### src/icg_params.svh
// Notes on behaviour
// (RULE1) glue logic makes acknowledge and read strobe
// (RULE2) glue logic waits processor until vector valid
// (RULE3) at least 130 ns acknowledge-to-read gap
// (RULE4) under-service flags cleared by software command
// (RULE5) acknowledge shifter stays cleared outside acknowledge
// (RULE6) peripheral strobes follow system read/write strobes
// (RULE7) processor signals acknowledge via fetch plus I/O
// (RULE8) early detect: fetch without memory request
// (RULE9) acknowledge asserted at second bus state
// (RULE10) vector driven only under acknowledge plus read
// (RULE11) later shifter tap adds whole-cycle delay
// (RULE12) read and write low together resets
// (RULE13) status zero after reset reads 01xxx100b
// (RULE14) status bits 5,4,3 follow cts, sync, carrier
// (RULE15) processor fetch export and compat bits cleared
// (RULE16) three memory wait states, no I/O wait
// (RULE17) acknowledge read drives vector, sets under-service
// (RULE18) shifter clocked by processor clock, cleared asynchronously
`ifndef ICG_PARAMS_SVH
`define ICG_PARAMS_SVH

// register offsets on the two address pins
`define ICG_OFS_CMD        2'h0
`define ICG_OFS_VECTOR     2'h1
`define ICG_OFS_EXT_ENABLE 2'h2

// status zero field positions
`define ICG_ST_CTS_BIT     5
`define ICG_ST_SYNC_BIT    4
`define ICG_ST_DCD_BIT     3
`define ICG_ST_FIXED_MASK  8'h44

// external enable field positions
`define ICG_EN_CTS_BIT     5
`define ICG_EN_SYNC_BIT    4
`define ICG_EN_DCD_BIT     3
`define ICG_EN_MASTER_BIT  0

// command codes
`define ICG_CMD_RST_EXT    8'h10
`define ICG_CMD_RST_IUS    8'h38

// reset values
`define ICG_VECTOR_RESET   8'h00
`define ICG_ENABLE_RESET   8'h00
`define ICG_PINS_IDLE      18'h3C000

`endif

### src/icg_pkg.sv
package icg_pkg;

  typedef struct packed {
    logic       rd_n;
    logic       wr_n;
    logic       cs_n;
    logic       ack_n;
    logic [1:0] addr;
    logic [7:0] data;
    logic       cts;
    logic       syn;
    logic       dcd;
    logic       iei;
  } icg_pins_t;

  typedef enum logic [1:0] {
    ICG_IDLE  = 2'b00,
    ICG_READ  = 2'b01,
    ICG_ACK   = 2'b11,
    ICG_WRITE = 2'b10
  } icg_state_t;

  typedef struct packed {
    logic [7:0] vector;
    logic [7:0] enable;
    logic [2:0] prev_in;
    logic       ip;
    logic       ius;
  } icg_ctrl_t;

endpackage : icg_pkg

### src/icg_irq_acknowledge_n_port.sv
`timescale 1ns/10ps
`include "icg_params.svh"

module icg_irq_acknowledge_n_port
  import icg_pkg::*;
#(
  parameter int DATA_W = 8
) (
  // clock and reset
  input  wire logic              mclk,
  input  wire logic              resetn,
  // bus strobes and select
  input  wire logic              periph_read_strobe_n,
  input  wire logic              periph_write_strobe_n,
  input  wire logic              chip_select_n,
  input  wire logic              irq_acknowledge_n,
  input  wire logic [1:0]        reg_addr,
  // data bus, three-signal form
  input  wire logic [DATA_W-1:0] data_in,
  output logic      [DATA_W-1:0] data_out,
  output logic                   data_oe_n,
  // modem status inputs
  input  wire logic              cts_in,
  input  wire logic              sync_in,
  input  wire logic              carrier_detect_in,
  // priority chain and request
  input  wire logic              chain_enable_in,
  output logic                   chain_enable_out,
  output logic                   irq_request_n
);

  if (DATA_W != 8) begin : g_width_check
    $error("icg_irq_acknowledge_n_port serves only an 8-bit data bus");
  end

  icg_pins_t  pins;
  icg_pins_t  s1;
  icg_pins_t  s2;
  icg_pins_t  s3;
  icg_pins_t  filt;
  icg_pins_t  next_filt;
  icg_state_t state;
  icg_state_t next_state;
  icg_ctrl_t  ctrl;
  icg_ctrl_t  next_ctrl;
  logic [7:0] next_data_out;
  logic       next_data_oe_n;
  logic       hw_rst;
  logic       ack_req;
  logic       rd_req;
  logic       wr_req;
  logic       win;
  logic [2:0] cur_in;
  logic [2:0] ev;

  function automatic logic [7:0] status_word(input logic cts, input logic syn,
                                             input logic dcd);
    logic [7:0] w;
    w                   = `ICG_ST_FIXED_MASK; // RULE13
    w[`ICG_ST_CTS_BIT]  = cts;
    w[`ICG_ST_SYNC_BIT] = syn;
    w[`ICG_ST_DCD_BIT]  = dcd;
    return w;
  endfunction : status_word

  assign pins = '{rd_n: periph_read_strobe_n, wr_n: periph_write_strobe_n,
                  cs_n: chip_select_n, ack_n: irq_acknowledge_n, addr: reg_addr,
                  data: data_in, cts: cts_in, syn: sync_in,
                  dcd: carrier_detect_in, iei: chain_enable_in};

  // input filter: change taken when stages two and three agree
  always_comb begin
    next_filt = icg_pins_t'((s2 & s3) | (filt & (s2 | s3)));
  end

  always_ff @(posedge mclk) begin
    if (!resetn) begin
      s1   <= icg_pins_t'(`ICG_PINS_IDLE);
      s2   <= icg_pins_t'(`ICG_PINS_IDLE);
      s3   <= icg_pins_t'(`ICG_PINS_IDLE);
      filt <= icg_pins_t'(`ICG_PINS_IDLE);
    end else begin
      s1   <= pins;
      s2   <= s1;
      s3   <= s2;
      filt <= next_filt;
    end
  end

  assign hw_rst  = !filt.rd_n && !filt.wr_n;
  assign ack_req = !filt.ack_n && !filt.rd_n;
  assign rd_req  = !filt.cs_n && !filt.rd_n && filt.ack_n;
  assign wr_req  = !filt.cs_n && !filt.wr_n;
  assign win     = filt.iei && ctrl.ip && !ctrl.ius;
  assign cur_in  = {filt.cts, filt.syn, filt.dcd};
  assign ev      = (cur_in ^ ctrl.prev_in) & {ctrl.enable[`ICG_EN_CTS_BIT],
                   ctrl.enable[`ICG_EN_SYNC_BIT], ctrl.enable[`ICG_EN_DCD_BIT]};

  // access sequencer and control state
  always_comb begin
    next_state     = state;
    next_ctrl      = ctrl;
    next_data_out  = data_out;
    next_data_oe_n = data_oe_n;
    next_ctrl.prev_in = cur_in;
    unique case (state)
      ICG_IDLE: begin
        if (ack_req) begin
          next_state = ICG_ACK;
          if (win) begin
            next_data_out  = ctrl.vector; // RULE17
            next_data_oe_n = 1'b0; // RULE10
            next_ctrl.ius  = 1'b1; // RULE17
          end
        end else if (rd_req) begin
          next_state     = ICG_READ;
          next_data_oe_n = 1'b0;
          if (filt.addr == `ICG_OFS_VECTOR) begin
            next_data_out = ctrl.vector;
          end else if (filt.addr == `ICG_OFS_EXT_ENABLE) begin
            next_data_out = ctrl.enable;
          end else begin
            next_data_out = status_word(filt.cts, filt.syn, filt.dcd); // RULE14
          end
        end else if (wr_req) begin
          next_state = ICG_WRITE;
          if (filt.addr == `ICG_OFS_VECTOR) begin
            next_ctrl.vector = filt.data;
          end else if (filt.addr == `ICG_OFS_EXT_ENABLE) begin
            next_ctrl.enable = filt.data;
          end else if (filt.data == `ICG_CMD_RST_EXT) begin
            next_ctrl.ip = 1'b0;
          end else if (filt.data == `ICG_CMD_RST_IUS) begin
            next_ctrl.ius = 1'b0; // RULE4
          end
        end
      end
      ICG_READ: begin
        if (filt.rd_n || filt.cs_n) begin
          next_state     = ICG_IDLE;
          next_data_oe_n = 1'b1;
        end
      end
      ICG_ACK: begin
        if (!ack_req) begin
          next_state     = ICG_IDLE;
          next_data_oe_n = 1'b1; // RULE10
        end
      end
      ICG_WRITE: begin
        if (!wr_req) begin
          next_state = ICG_IDLE;
        end
      end
    endcase
    // status change event wins over its clear
    if (|ev) begin
      next_ctrl.ip = 1'b1; // RULE4
    end
    if (hw_rst) begin
      next_state       = ICG_IDLE; // RULE12
      next_data_oe_n   = 1'b1;
      next_ctrl.vector = `ICG_VECTOR_RESET;
      next_ctrl.enable = `ICG_ENABLE_RESET;
      next_ctrl.ip     = 1'b0;
      next_ctrl.ius    = 1'b0;
    end
  end

  always_ff @(posedge mclk) begin
    if (!resetn) begin
      state     <= ICG_IDLE;
      ctrl      <= '{vector: `ICG_VECTOR_RESET, enable: `ICG_ENABLE_RESET,
                     prev_in: 3'h0, ip: 1'b0, ius: 1'b0};
      data_out  <= 8'h00;
      data_oe_n <= 1'b1;
    end else begin
      state     <= next_state;
      ctrl      <= next_ctrl;
      data_out  <= next_data_out;
      data_oe_n <= next_data_oe_n;
    end
  end

  // priority chain pass-through and request
  assign chain_enable_out = filt.iei && !ctrl.ius && !(!filt.ack_n && ctrl.ip);
  assign irq_request_n    = !(ctrl.ip && !ctrl.ius && ctrl.enable[`ICG_EN_MASTER_BIT]);

  hw_reset_clear_a: assert property (@(posedge mclk) disable iff (!resetn) // RULE12
    hw_rst |=> (ctrl.vector == `ICG_VECTOR_RESET && ctrl.enable == `ICG_ENABLE_RESET
                && !ctrl.ius && data_oe_n && state == ICG_IDLE))
    else $error("hardware reset did not clear control state");

  stat_fixed_bits_a: assert property (@(posedge mclk) disable iff (!resetn) // RULE13
    (state == ICG_IDLE && !ack_req && rd_req && !hw_rst && filt.addr == `ICG_OFS_CMD)
    |=> (data_out[7] == 1'b0 && data_out[6] == 1'b1 && data_out[2:0] == 3'b100
         && !data_oe_n))
    else $error("status zero fixed bits wrong");

  stat_input_bits_a: assert property (@(posedge mclk) disable iff (!resetn) // RULE14
    (state == ICG_IDLE && !ack_req && rd_req && !hw_rst && filt.addr == `ICG_OFS_CMD)
    |=> data_out[5:3] == $past(cur_in))
    else $error("status zero input bits do not follow pins");

  vec_drive_gate_a: assert property (@(posedge mclk) disable iff (!resetn) // RULE10
    (state == ICG_ACK && !data_oe_n) |-> $past(!filt.ack_n && !filt.rd_n))
    else $error("vector driven without acknowledge and read");

  ack_release_a: assert property (@(posedge mclk) disable iff (!resetn) // RULE10
    (state == ICG_ACK && !ack_req) |=> (data_oe_n && state == ICG_IDLE))
    else $error("vector not released at end of acknowledge");

  ack_win_a: assert property (@(posedge mclk) disable iff (!resetn) // RULE17
    (state == ICG_IDLE && ack_req && win && !hw_rst)
    |=> (ctrl.ius && !data_oe_n && data_out == $past(ctrl.vector)))
    else $error("winning acknowledge did not drive vector");

  ack_lose_a: assert property (@(posedge mclk) disable iff (!resetn) // RULE10
    (state == ICG_IDLE && ack_req && !win) |=> data_oe_n [*2])
    else $error("losing device drove the bus");

  ius_cmd_clear_a: assert property (@(posedge mclk) disable iff (!resetn) // RULE4
    (state == ICG_IDLE && !ack_req && !rd_req && wr_req
     && filt.addr == `ICG_OFS_CMD && filt.data == `ICG_CMD_RST_IUS) |=> !ctrl.ius)
    else $error("under-service flag not cleared by command");

  ip_set_wins_a: assert property (@(posedge mclk) disable iff (!resetn) // RULE4
    ((|ev) && !hw_rst) |=> ctrl.ip)
    else $error("status change event lost");

endmodule : icg_irq_acknowledge_n_port

### config.mk
export PLATFORM = sky130hd
export DESIGN_NAME = icg_irq_acknowledge_n_port
export DESIGN_NICKNAME = d
export VERILOG_FILES = /design/src/icg_pkg.sv /design/src/icg_irq_acknowledge_n_port.sv
export VERILOG_INCLUDE_DIRS = /design/src
export SDC_FILE = /design/constraint.sdc
export NUM_CORES = 1
export LEC_CHECK = 0
export BUFFER_PORTS_ARGS = -buffer_cell sky130_fd_sc_hd__buf_2
export CORE_ASPECT_RATIO = 0.8
export CORE_UTILIZATION = 50
export DETAILED_ROUTE_END_ITERATION = 12
export GPL_TIMING_DRIVEN = 0
export PLACE_DENSITY = 0.69
export SYNTH_ARGS = -nofsm -noshare
export SYNTH_HDL_FRONTEND = slang
export SYNTH_SLANG_ARGS = --single-unit
### constraint.sdc
create_clock -name mclk -period 1.7 [get_ports mclk]
set_input_delay 0 -clock mclk [delete_from_list [all_inputs] [get_ports mclk]]
set_output_delay 0 -clock mclk [all_outputs]
set_load 0.02 [all_outputs]
==> summary.md, run 1 <==
| Metric | Value |
|---|---|
| Most common cell in the netlist | `dfxtp_1` |
| Crit path capture type | `flop` |
| DP Area | `0.00383 mm²` |
| Pre-CTS WS | `-169 ps` |
| Via-to-Cell Ratio | `5.10` |
| Syn Area/Cell | `10.1 µm²` |
| Endpoints failing hold | `0` |
| Worst setup SP type | `flop` |
| Clk buf depth | `2` |
| CP cell instances | `buf_2 > nor3b_4 > nand3_2 > mux2i_1 > nor2_1` |
| Drt drc | `0` |
| Largest net degree at the start of global routing | `17` |
| Total gr overflow | `0` |
| Req. time, crit path | `1930 ps` |
| Max layer used | `met4` |
| Via count | `2586` |
| Rel. slew slack | `0.603` |
| Die Width | `96.5 µm` |
| Total GRT Usage | `0.195` |
| RSZ-0062 raised after global routing | `true` |
| IO Port Bufs | `30` |
| Antenna diodes | `0` |
| Critical Path AT | `1850 ps` |
| Core Area | `0.00689 mm²` |
| Final setup vio count | `0` |
| Family with the most delay on the worst path | `simple AND/OR/NAND/NOR gates` |
| Worst path max stage delay | `350 ps` |
| Fin crit share | `0.954` |
| Yosys warning total | `0` |
| Kind of critical path | `flop to flop` |
| Final setup margin | `77.5 ps` |
| F_max | `616 MHz` |
| Initial Util | `0.518` |
| Final net count | `436` |
| Num ports | `31` |
| Synth top cells by count | `dfxtp_1 (104), and2_1 (45), nor2_1 (30)` |
| Root Driver | `clkbuf_8` |
| Total wire length | `6680 µm` |
| DR WL met2 | `3130 µm` |
| H-tree Lvls | `3` |
| Top_reg_cell synth | `dfxtp_1` |
| Cell area after synthesis | `0.00357 mm²` |
| Worst-skew pair later-pin latency | `350 ps` |
| Async SR Flop Fraction | `0` |
| Die area | `0.00749 mm²` |
| Post-synth EDFFs | `0` |
| Vias in the first global route | `2297` |
| Max_cap viols | `0` |
| Global-route wire length before repair | `10900 µm` |
| Layout Skew | `9.81 ps` |
| Site row count | `27` |
| First drt pass iteration count | `4` |
| Design area | `0.00425 mm²` |
| WL met3 | `211 µm` |
| Worst Path Buf+Inv | `1` |
| VDD IR-drop max | `783 µV` |
| Final Core Density | `0.617` |
| Placer Congestion | `0.762` |
| Initial antenna violation count | `0` |
| Sequential area share after synthesis | `0.583` |
| Num CTS Buffers | `9` |
| Met1 Routed Length | `3280 µm` |
| Least-Margin Pin Slew | `595 ps` |
| Initial detailed-routing violation count | `135` |
| Worst min path class | `input pin to flop` |
| Slowest-stage cell, CP | `nor3b_4` |
| FF+latch count, synth | `104` |
| Antenna Violating Nets Remaining | `0` |
| Slew Limit Fails | `0` |
| Reg2reg setup slack | `80 ps` |
| Cell area power density | `950 mW/mm²` |
| Post-synth top area share | `0.583` |
| TritonCTS clock tree | `built` |
| Area leader, netlist | `dfxtp_1` |
| Synth unique cells | `36` |
| DPL Wire Length | `4450 µm` |
| Post-Syn Nets | `373` |
| Syn Inst Count | `353` |
| Synth top area cells | `dfxtp_1 (58%), and2_1 (7.9%), mux2i_1 (5.3%)` |
| Clock Sinks | `104` |
| Average wire per cell in the routed design | `13.2 µm` |
| Clock-pin slew on the worst setup and hold paths | `90 ps` |
| Status | `finished clean` |
| Pleak | `1.72 nW` |
| Layout area overhead | `19.1%` |
| Minimum clock period | `1620 ps` |
| Share of layout cells above drive strength 1 | `0.152` |
| Worst-path fanout max | `9` |
| Die Ht | `77.6 µm` |
metal layers:
layer	global-route usage	vias to the layer above
li1	-	1313
met1	0.255	1224
met2	0.308	45
met3	0.0529	4
met4	0.0706	0
met5	0	-
cells in the final DEF, fill, tap and decap left out, types with 4 or more instances in the layout:
cell | Yosys | final
clkbuf_8 | 0 | 11
buf_4 | 0 | 4
a21oi_1 | 28 | 28
buf_2 | 1 | 32
dlygate4sd3_1 | 0 | 18
o21ai_1 | 2 | 4
nand2_1 | 23 | 23
nor2b_1 | 4 | 4
and2_1 | 45 | 45
clkbuf_1 | 14 | 13
nor2_1 | 30 | 28
mux2i_1 | 19 | 19
dfxtp_1 | 104 | 103
o21ai_0 | 23 | 21
nand2b_1 | 18 | 17
cell families (layout without fill, tap and decap cells):
| logic type | count (synthesis) | count (layout) | share of synthesized area |
|---|---|---|---|
| compound gates | 74 | 74 | 0.126 |
| xor+xnor | 3 | 3 | 0.00736 |
| buf+inv | 20 | 87 | 0.0277 |
| flops | 104 | 104 | 0.583 |
| mux | 19 | 19 | 0.0532 |
| simple gates | 133 | 133 | 0.203 |
per-stage QoR:
| stage | power, mW | hold slack [ps] | TNS, ps | instances |
|---|---|---|---|---|
| after floorplan | 2.62 | 101 | 0 | 353 |
| after global placement | 2.67 | 181 | -1840 | 470 |
| after detailed placement | 2.67 | 186 | -2210 | 470 |
| after CTS | 4.09 | 29.2 | 0 | 504 |
| after global routing | 4.20 | 100 | -189 | 507 |
| final | 4.04 | 50.9 | 0 | 507 |
tightest hold or removal path: stages:
cell and delay [ps]:
buf_2 120, o21ai_0 130, a21oi_1 60, o21ai_1 60
sequential cells by signal, indices dropped and copies added, names as in the netlist:
signal	cells
state	2
filt	15
data_oe_n	1
ctrl	21
s1	18
s2	18
s3	18
data_out	8
cur_in	3
worst paths after layout:
check        startpoint         to  depth (start not counted)
min              resetn  data_oe_n                          4
max            filt[17]   ctrl[15]                          5
max reg2reg    filt[17]   ctrl[15]                          5
min reg2reg      s1[15]     s2[15]                          1
layout make-up:
cell class | instances | area (µm²)
tap | 87 | 109
clock inverter | 3 | 25.0
clock buffer | 12 | 155
buffer | 17 | 88.8
fill | 595 | 2640
timing repair buffer | 53 | 365
inverter | 2 | 7.51
multi-input combinational | 229 | 1420
sequential | 104 | 2080
report_power, final:
| group | switching, mW | internal, mW |
|---|---|---|
| combinational | 0.0642 | 0.0760 |
| clock | 0.778 | 0.617 |
| sequential | 0.0198 | 2.49 |
| total | 0.862 | 3.18 |
repair_timing:
| item | CTS | global route |
|---|---|---|
| cloned | 0 | 1 |
| setup buffers | 2 | 2 |
| hold endpoints to repair | 18 | 0 |
| endpoints found under the setup margin | 19 | 25 |
| hold buffers | 18 | 0 |
| gates resized for setup | 2 | 9 |
| pin swaps | 1 | 6 |
No activity file was read; power rests on OpenSTA's default activity.
==> run 2: changes to the inputs <==
TNS_END_PERCENT = 50   (was unset)
clock period = 1.8 ns   (was 1.7 ns; I/O delays follow)
==> summary.md, run 2 (synthesis results as in run 1) <==
| Metric | Value |
|---|---|
| IO Port Bufs | `30 (unchanged)` |
| Layout area overhead | `18.2%` |
| Max reg flops | `21 (unchanged)` |
| Drt drc | `0 (unchanged)` |
| Final net count | `433 (-0.69%)` |
| End of the worst hold path | `data_oe_n` |
| Sw frac | `0.213 (-0.000664)` |
| F_max | `589 MHz (-4.5%)` |
| Hold path startpoint | `resetn` |
| H-tree Lvls | `3 (unchanged)` |
| Worst r2r src | `filt[14]` |
| Final hold slack | `47.1 ps (-3.81 ps)` |
| Global-route wire length before repair | `10800 µm (-0.31%)` |
| Rel. slew slack | `0.594 (-0.00926)` |
| Hold path cells | `4 (unchanged)` |
| Layout Skew | `9.50 ps (-0.309 ps)` |
| Slew Limit Fails | `0 (unchanged)` |
| Core Area | `0.00689 mm² (unchanged)` |
| Most frequent cells in the layout | `dfxtp_1 (104), and2_1 (45), buf_2 (31)` |
| Clock-pin slew on the worst setup and hold paths | `90 ps (about the same)` |
| Clock Power Share | `0.345 (about the same)` |
| Net switching power | `811 µW (-5.9%)` |
| Root Driver | `clkbuf_8` |
| Worst-case reg-to-reg path depth | `6 (+1)` |
| Status | `finished clean` |
| Clk buf depth | `2 (unchanged)` |
| Worst setup SP type | `flop` |
| DPL Wire Length | `4450 µm (unchanged)` |
| Site row count | `27 (unchanged)` |
| Share of layout cells above drive strength 1 | `0.139 (-0.0133)` |
| Die Width | `96.5 µm (unchanged)` |
| Die area | `0.00749 mm² (unchanged)` |
| Sum Neg Setup Slack | `0 ps (unchanged)` |
| Endpoints failing hold | `0 (unchanged)` |
| Average wire per cell in the routed design | `13.0 µm (-1.5%)` |
| Worst-path fanout max | `10 (+1)` |
| Final Core Density | `0.613 (-0.00436)` |
| VDD IR-drop max | `740 µV (-5.4%)` |
| Max_cap viols | `0 (unchanged)` |
| Placer Congestion | `0.762 (unchanged)` |
| Die Ht | `77.6 µm (unchanged)` |
| Total wire length | `6540 µm (-2.1%)` |
| Worst-skew pair later-pin latency | `350 ps (about the same)` |
| Crit path capture type | `flop` |
| Critical Path AT | `1980 ps (+130 ps)` |
| Fill count | `596 (+0.17%)` |
| Num CTS Buffers | `9 (unchanged)` |
| Worst Path Buf+Inv | `2 (+1)` |
| Via-to-Cell Ratio | `5.07 (-0.69%)` |
| Cell area power density | `903 mW/mm² (-5.0%)` |
| Clock Sinks | `104 (unchanged)` |
| Vias in the first global route | `2289 (-0.35%)` |
| Largest register by flop count | `ctrl` |
| Pleak | `1.68 nW (-2.0%)` |
| Most used cell, CP | `buf_6` |
| Initial antenna violation count | `0 (unchanged)` |
| Largest net degree at the start of global routing | `17 (unchanged)` |
| Dpl cells | `470 (unchanged)` |
| Antenna Violating Nets Remaining | `0 (unchanged)` |
| Worst min path class | `input pin to flop` |
| Commonest non-fill, non-tap cell in the layout | `dfxtp_1` |
| Worst path max stage delay | `450 ps (+100 ps)` |
| Reg power frac | `0.621 (about the same)` |
| Family with the most delay on the worst path | `compound AO/OA/AOI/OAI gates` |
| Kind of critical path | `flop to flop` |
| First drt pass iteration count | `4 (unchanged)` |
| Reg2reg setup slack | `100 ps (+20 ps)` |
| Internal Power | `3.00 mW (-5.6%)` |
| Initial Util | `0.518 (unchanged)` |
| Minimum clock period | `1700 ps (+76.1 ps)` |
| TritonCTS clock tree | `built` |
| Final setup vio count | `0 (unchanged)` |
| R2r endpoint | `data_out[2]` |
| RSZ-0062 raised after global routing | `true` |
| Num ports | `31 (unchanged)` |
| Slowest-stage cell, CP | `a2111oi_4` |
| CP cell instances | `buf_6 > nand4bb_4 > a2111oi_4 > buf_6 > o221ai_1 > a21oi_1` |
| Total gr overflow | `0 (unchanged)` |
| Least-Margin Pin Slew | `609 ps (+13.9 ps)` |
| Fin crit share | `0.944 (-0.0107)` |
| Antenna diodes | `0 (unchanged)` |
| Req. time, crit path | `2080 ps (+150 ps)` |
| Non-Filler Instances | `504 (-0.59%)` |
| Total GRT Usage | `0.194 (-0.000618)` |
| Initial detailed-routing violation count | `97 (-28%)` |
| Via count | `2553 (-1.3%)` |
| Logic pwr share | `0.035 (about the same)` |
==> run 2: worst max-delay path by stage <==
stage	cells past startpoint	slack, ps	startpoint	to
2_1_floorplan	6	250	filt[14]	data_out[2]
3_3_place_gp	5	-60	filt[12]	ctrl[18]
3_5_place_dp	5	-70	filt[12]	ctrl[19]
4_1_cts	6	-9	filt[14]	data_out[2]
5_1_grt	5	-20	filt[13]	ctrl[12]
6_report	6	100	filt[14]	data_out[2]
==> run 2: routing by layer <==
metal | track usage | up-vias | wire length (µm)
met2 | 0.307 | 39 | 3080
met3 | 0.0529 | 6 | 183
met1 | 0.253 | 1200 | 3210
met4 | 0.0706 | 0 | 65
li1 | - | 1308 | -
met5 | 0 | - | 0
==> run 2: layout make-up <==
class | instances | area [µm²] | area share
clock inverters | 3 | 25.0 | 0.00592
clock buffers | 12 | 155 | 0.0367
plain buffers | 17 | 87.6 | 0.0207
multi-input cells | 229 | 1410 | 0.334
well taps | 87 | 109 | 0.0258
repair buffers | 50 | 345 | 0.0818
flip-flops and latches | 104 | 2080 | 0.493
inverters | 2 | 7.51 | 0.00178
==> run 2: worst register-to-register path, delay by kind of cell (launching register included) <==
family	cells	cell delay (ps)
AOI/OAI and AO/OA	3	760
buffers and inverters	2	330
DFF	1	320
and+or+nand+nor	1	230
==> run 2: power groups by stage <==
| stage | combinational (mW) | sequential (mW) | clock, mW |
|---|---|---|---|
| 5_1_grt | 0.147 | 2.37 | 1.45 |
| 2_1_floorplan | 0.0615 | 2.42 | 0 |
| 3_3_place_gp | 0.100 | 2.42 | 0 |
| 4_1_cts | 0.133 | 2.37 | 1.36 |
| 3_5_place_dp | 0.103 | 2.42 | 0 |
| 6_report | 0.132 | 2.37 | 1.31 |
==> run 2: metrics by stage <==
step                instance area [µm²]  power (mW)  setup slack [ps]
CTS                                4200        3.86             -9.11
global route                       4220        3.97             -23.6
detailed placement                 3830        2.52             -68.5
global placement                   3830        2.52             -58.3
finish                             4220        3.81               101
floorplan                          3570        2.48               253
==> run 2: repair_timing <==
action	CTS	global route
endpoints found under the setup margin	17	15
hold buffers	18	0
resized for setup	2	3
hold endpoints to repair	18	0
pin swaps	0	1
setup buffers	0	2
==> run 3: changes to the inputs <==
PLACE_DENSITY = 0.72   (was 0.69)
==> summary.md, run 3 (synthesis results as in run 1) <==
| Metric | Value |
|---|---|
| Die Width | `96.5 µm (unchanged)` |
| DP Area | `0.00383 mm² (unchanged)` |
| Final Core Density | `0.614 (+0.000907)` |
| Share of layout cells above drive strength 1 | `0.144 (+0.00445)` |
| Non-Filler Instances | `505 (+0.20%)` |
| Initial antenna violation count | `0 (unchanged)` |
| Die area | `0.00749 mm² (unchanged)` |
| Reg2reg setup slack | `120 ps (+20 ps)` |
| Initial detailed-routing violation count | `106 (+9.3%)` |
| TritonCTS clock tree | `built` |
| Initial Util | `0.518 (unchanged)` |
| Root Driver | `clkbuf_8` |
| Max_cap viols | `0 (unchanged)` |
| Fill count | `598 (+0.34%)` |
| RSZ-0062 raised after global routing | `false` |
| Final Power | `3.85 mW (+0.91%)` |
| Clock Sinks | `104 (unchanged)` |
| Worst setup SP type | `flop` |
| Crit path capture type | `flop` |
| Worst min path class | `input pin to flop` |
| Core Area | `0.00689 mm² (unchanged)` |
| Antenna Violating Nets Remaining | `0 (unchanged)` |
| DPL Wire Length | `4430 µm (-0.44%)` |
| Final hold slack | `56.4 ps (+9.30 ps)` |
| End of the worst hold path | `data_oe_n` |
| Layout Skew | `9.68 ps (+0.181 ps)` |
| Kind of critical path | `flop to flop` |
| Final net count | `433 (unchanged)` |
| VDD IR-drop max | `482 µV (-35%)` |
| Num CTS Buffers | `9 (unchanged)` |
| Total gr overflow | `0 (unchanged)` |
| Commonest non-fill, non-tap cell in the layout | `dfxtp_1` |
| Most frequent cells in the layout | `dfxtp_1 (104), and2_1 (45), buf_2 (31)` |
| Largest register by flop count | `ctrl` |
| Fin crit share | `0.931 (-0.0131)` |
| Rel. slew slack | `0.599 (+0.00496)` |
| Seq. cell area | `0.00208 mm² (unchanged)` |
| Minimum clock period | `1680 ps (-23.7 ps)` |
| Largest net degree at the start of global routing | `20 (+3)` |
| Critical Path AT | `1970 ps (about the same)` |
| H-tree Lvls | `3 (unchanged)` |
| Total GRT Usage | `0.187 (-0.00748)` |
| IO Port Bufs | `30 (unchanged)` |
| Worst-case reg-to-reg path depth | `6 (unchanged)` |
| Site row count | `27 (unchanged)` |
| Hold path cells | `4 (unchanged)` |
| Status | `finished clean` |
| Sum Neg Setup Slack | `0 ps (unchanged)` |
| Average wire per cell in the routed design | `12.8 µm (-1.7%)` |
| F_max | `597 MHz (+1.4%)` |
| Num ports | `31 (unchanged)` |
| Area of the multi-input gates | `0.00141 mm² (-0.18%)` |
| Worst r2r src | `filt[14]` |
| Final setup margin | `125 ps (+23.7 ps)` |
| Total wire length | `6440 µm (-1.5%)` |
| Least-Margin Pin Slew | `600 ps (-9.65 ps)` |
| Worst-path fanout max | `10 (unchanged)` |
| Dpl cells | `470 (unchanged)` |
| R2r endpoint | `data_out[2]` |
| Pre-CTS WS | `-46.8 ps (+21.7 ps)` |
| Endpoints failing hold | `0 (unchanged)` |
| Global-route wire length before repair | `10700 µm (-1.2%)` |
| Final setup vio count | `0 (unchanged)` |
| Worst-skew pair later-pin latency | `360 ps (about the same)` |
| Via count | `2541 (-0.47%)` |
| Req. time, crit path | `2100 ps (+20 ps)` |
| Max reg flops | `21 (unchanged)` |
| Placer Congestion | `0.799 (+4.9%)` |
| Vias in the first global route | `2302 (+0.57%)` |
| Die Ht | `77.6 µm (unchanged)` |
| Pleak | `1.69 nW (+0.44%)` |
| Slew Limit Fails | `0 (unchanged)` |
| Drt drc | `0 (unchanged)` |
| Cell area power density | `910 mW/mm² (+0.76%)` |
| Layout area overhead | `18.4%` |
| Via-to-Cell Ratio | `5.03 (-0.67%)` |
| Clock-pin slew on the worst setup and hold paths | `100 ps (about the same)` |
| First drt pass iteration count | `4 (unchanged)` |
| Antenna diodes | `0 (unchanged)` |
| Design area | `0.00423 mm² (+0.15%)` |
| Hold path startpoint | `resetn` |
| Clk buf depth | `2 (unchanged)` |
-- run 3: layout make-up --
cell class / instances / area share
Sequential cell: 104 / 0.492
Clock inverter: 7 / 0.0151
Clock buffer: 9 / 0.0293
Timing Repair Buffer: 50 / 0.0816
Inverter: 2 / 0.00177
Buffer: 17 / 0.0210
Tap cell: 87 / 0.0257
Multi-Input combinational cell: 229 / 0.333
-- run 3: per-layer routing --
metal | global-route usage | routed length (µm)
met5 | 0 | 0
met4 | 0.0353 | 4
met3 | 0.0588 | 211
met2 | 0.294 | 2960
met1 | 0.254 | 3260
-- run 3: how the worst max path moves through the flow --
stage               startpoint           to  cells after the start
finish                filt[14]  data_out[2]                      6
global route          filt[14]  data_out[1]                      6
CTS                   filt[12]     ctrl[18]                      5
detailed placement    filt[12]     ctrl[18]                      5
global placement      filt[12]     ctrl[13]                      5
floorplan             filt[14]  data_out[2]                      6
-- run 3: what timing repair did --
| action | CTS | global route |
|---|---|---|
| setup buffers | 2 | 0 |
| pin swaps | 1 | 0 |
| hold endpoints to repair | 18 | 0 |
| endpoints found under the setup margin | 18 | 8 |
| hold buffers | 18 | 0 |
| resized for setup | 2 | 4 |
-- run 3: critical path, stage by stage, from the launching register on --
cell	delay, ps
dfxtp_1	320
buf_6	130
nand4bb_4	230
a2111oi_4	450
buf_6	200
o221ai_1	130
a21oi_1	150
-- run 3: power breakdown --
part           leakage, nW  internal (mW)  switching [mW]
clock network       0.0934          0.529           0.820
registers            0.848           2.35          0.0193
logic                0.748         0.0716          0.0582
total                 1.69           2.95           0.898
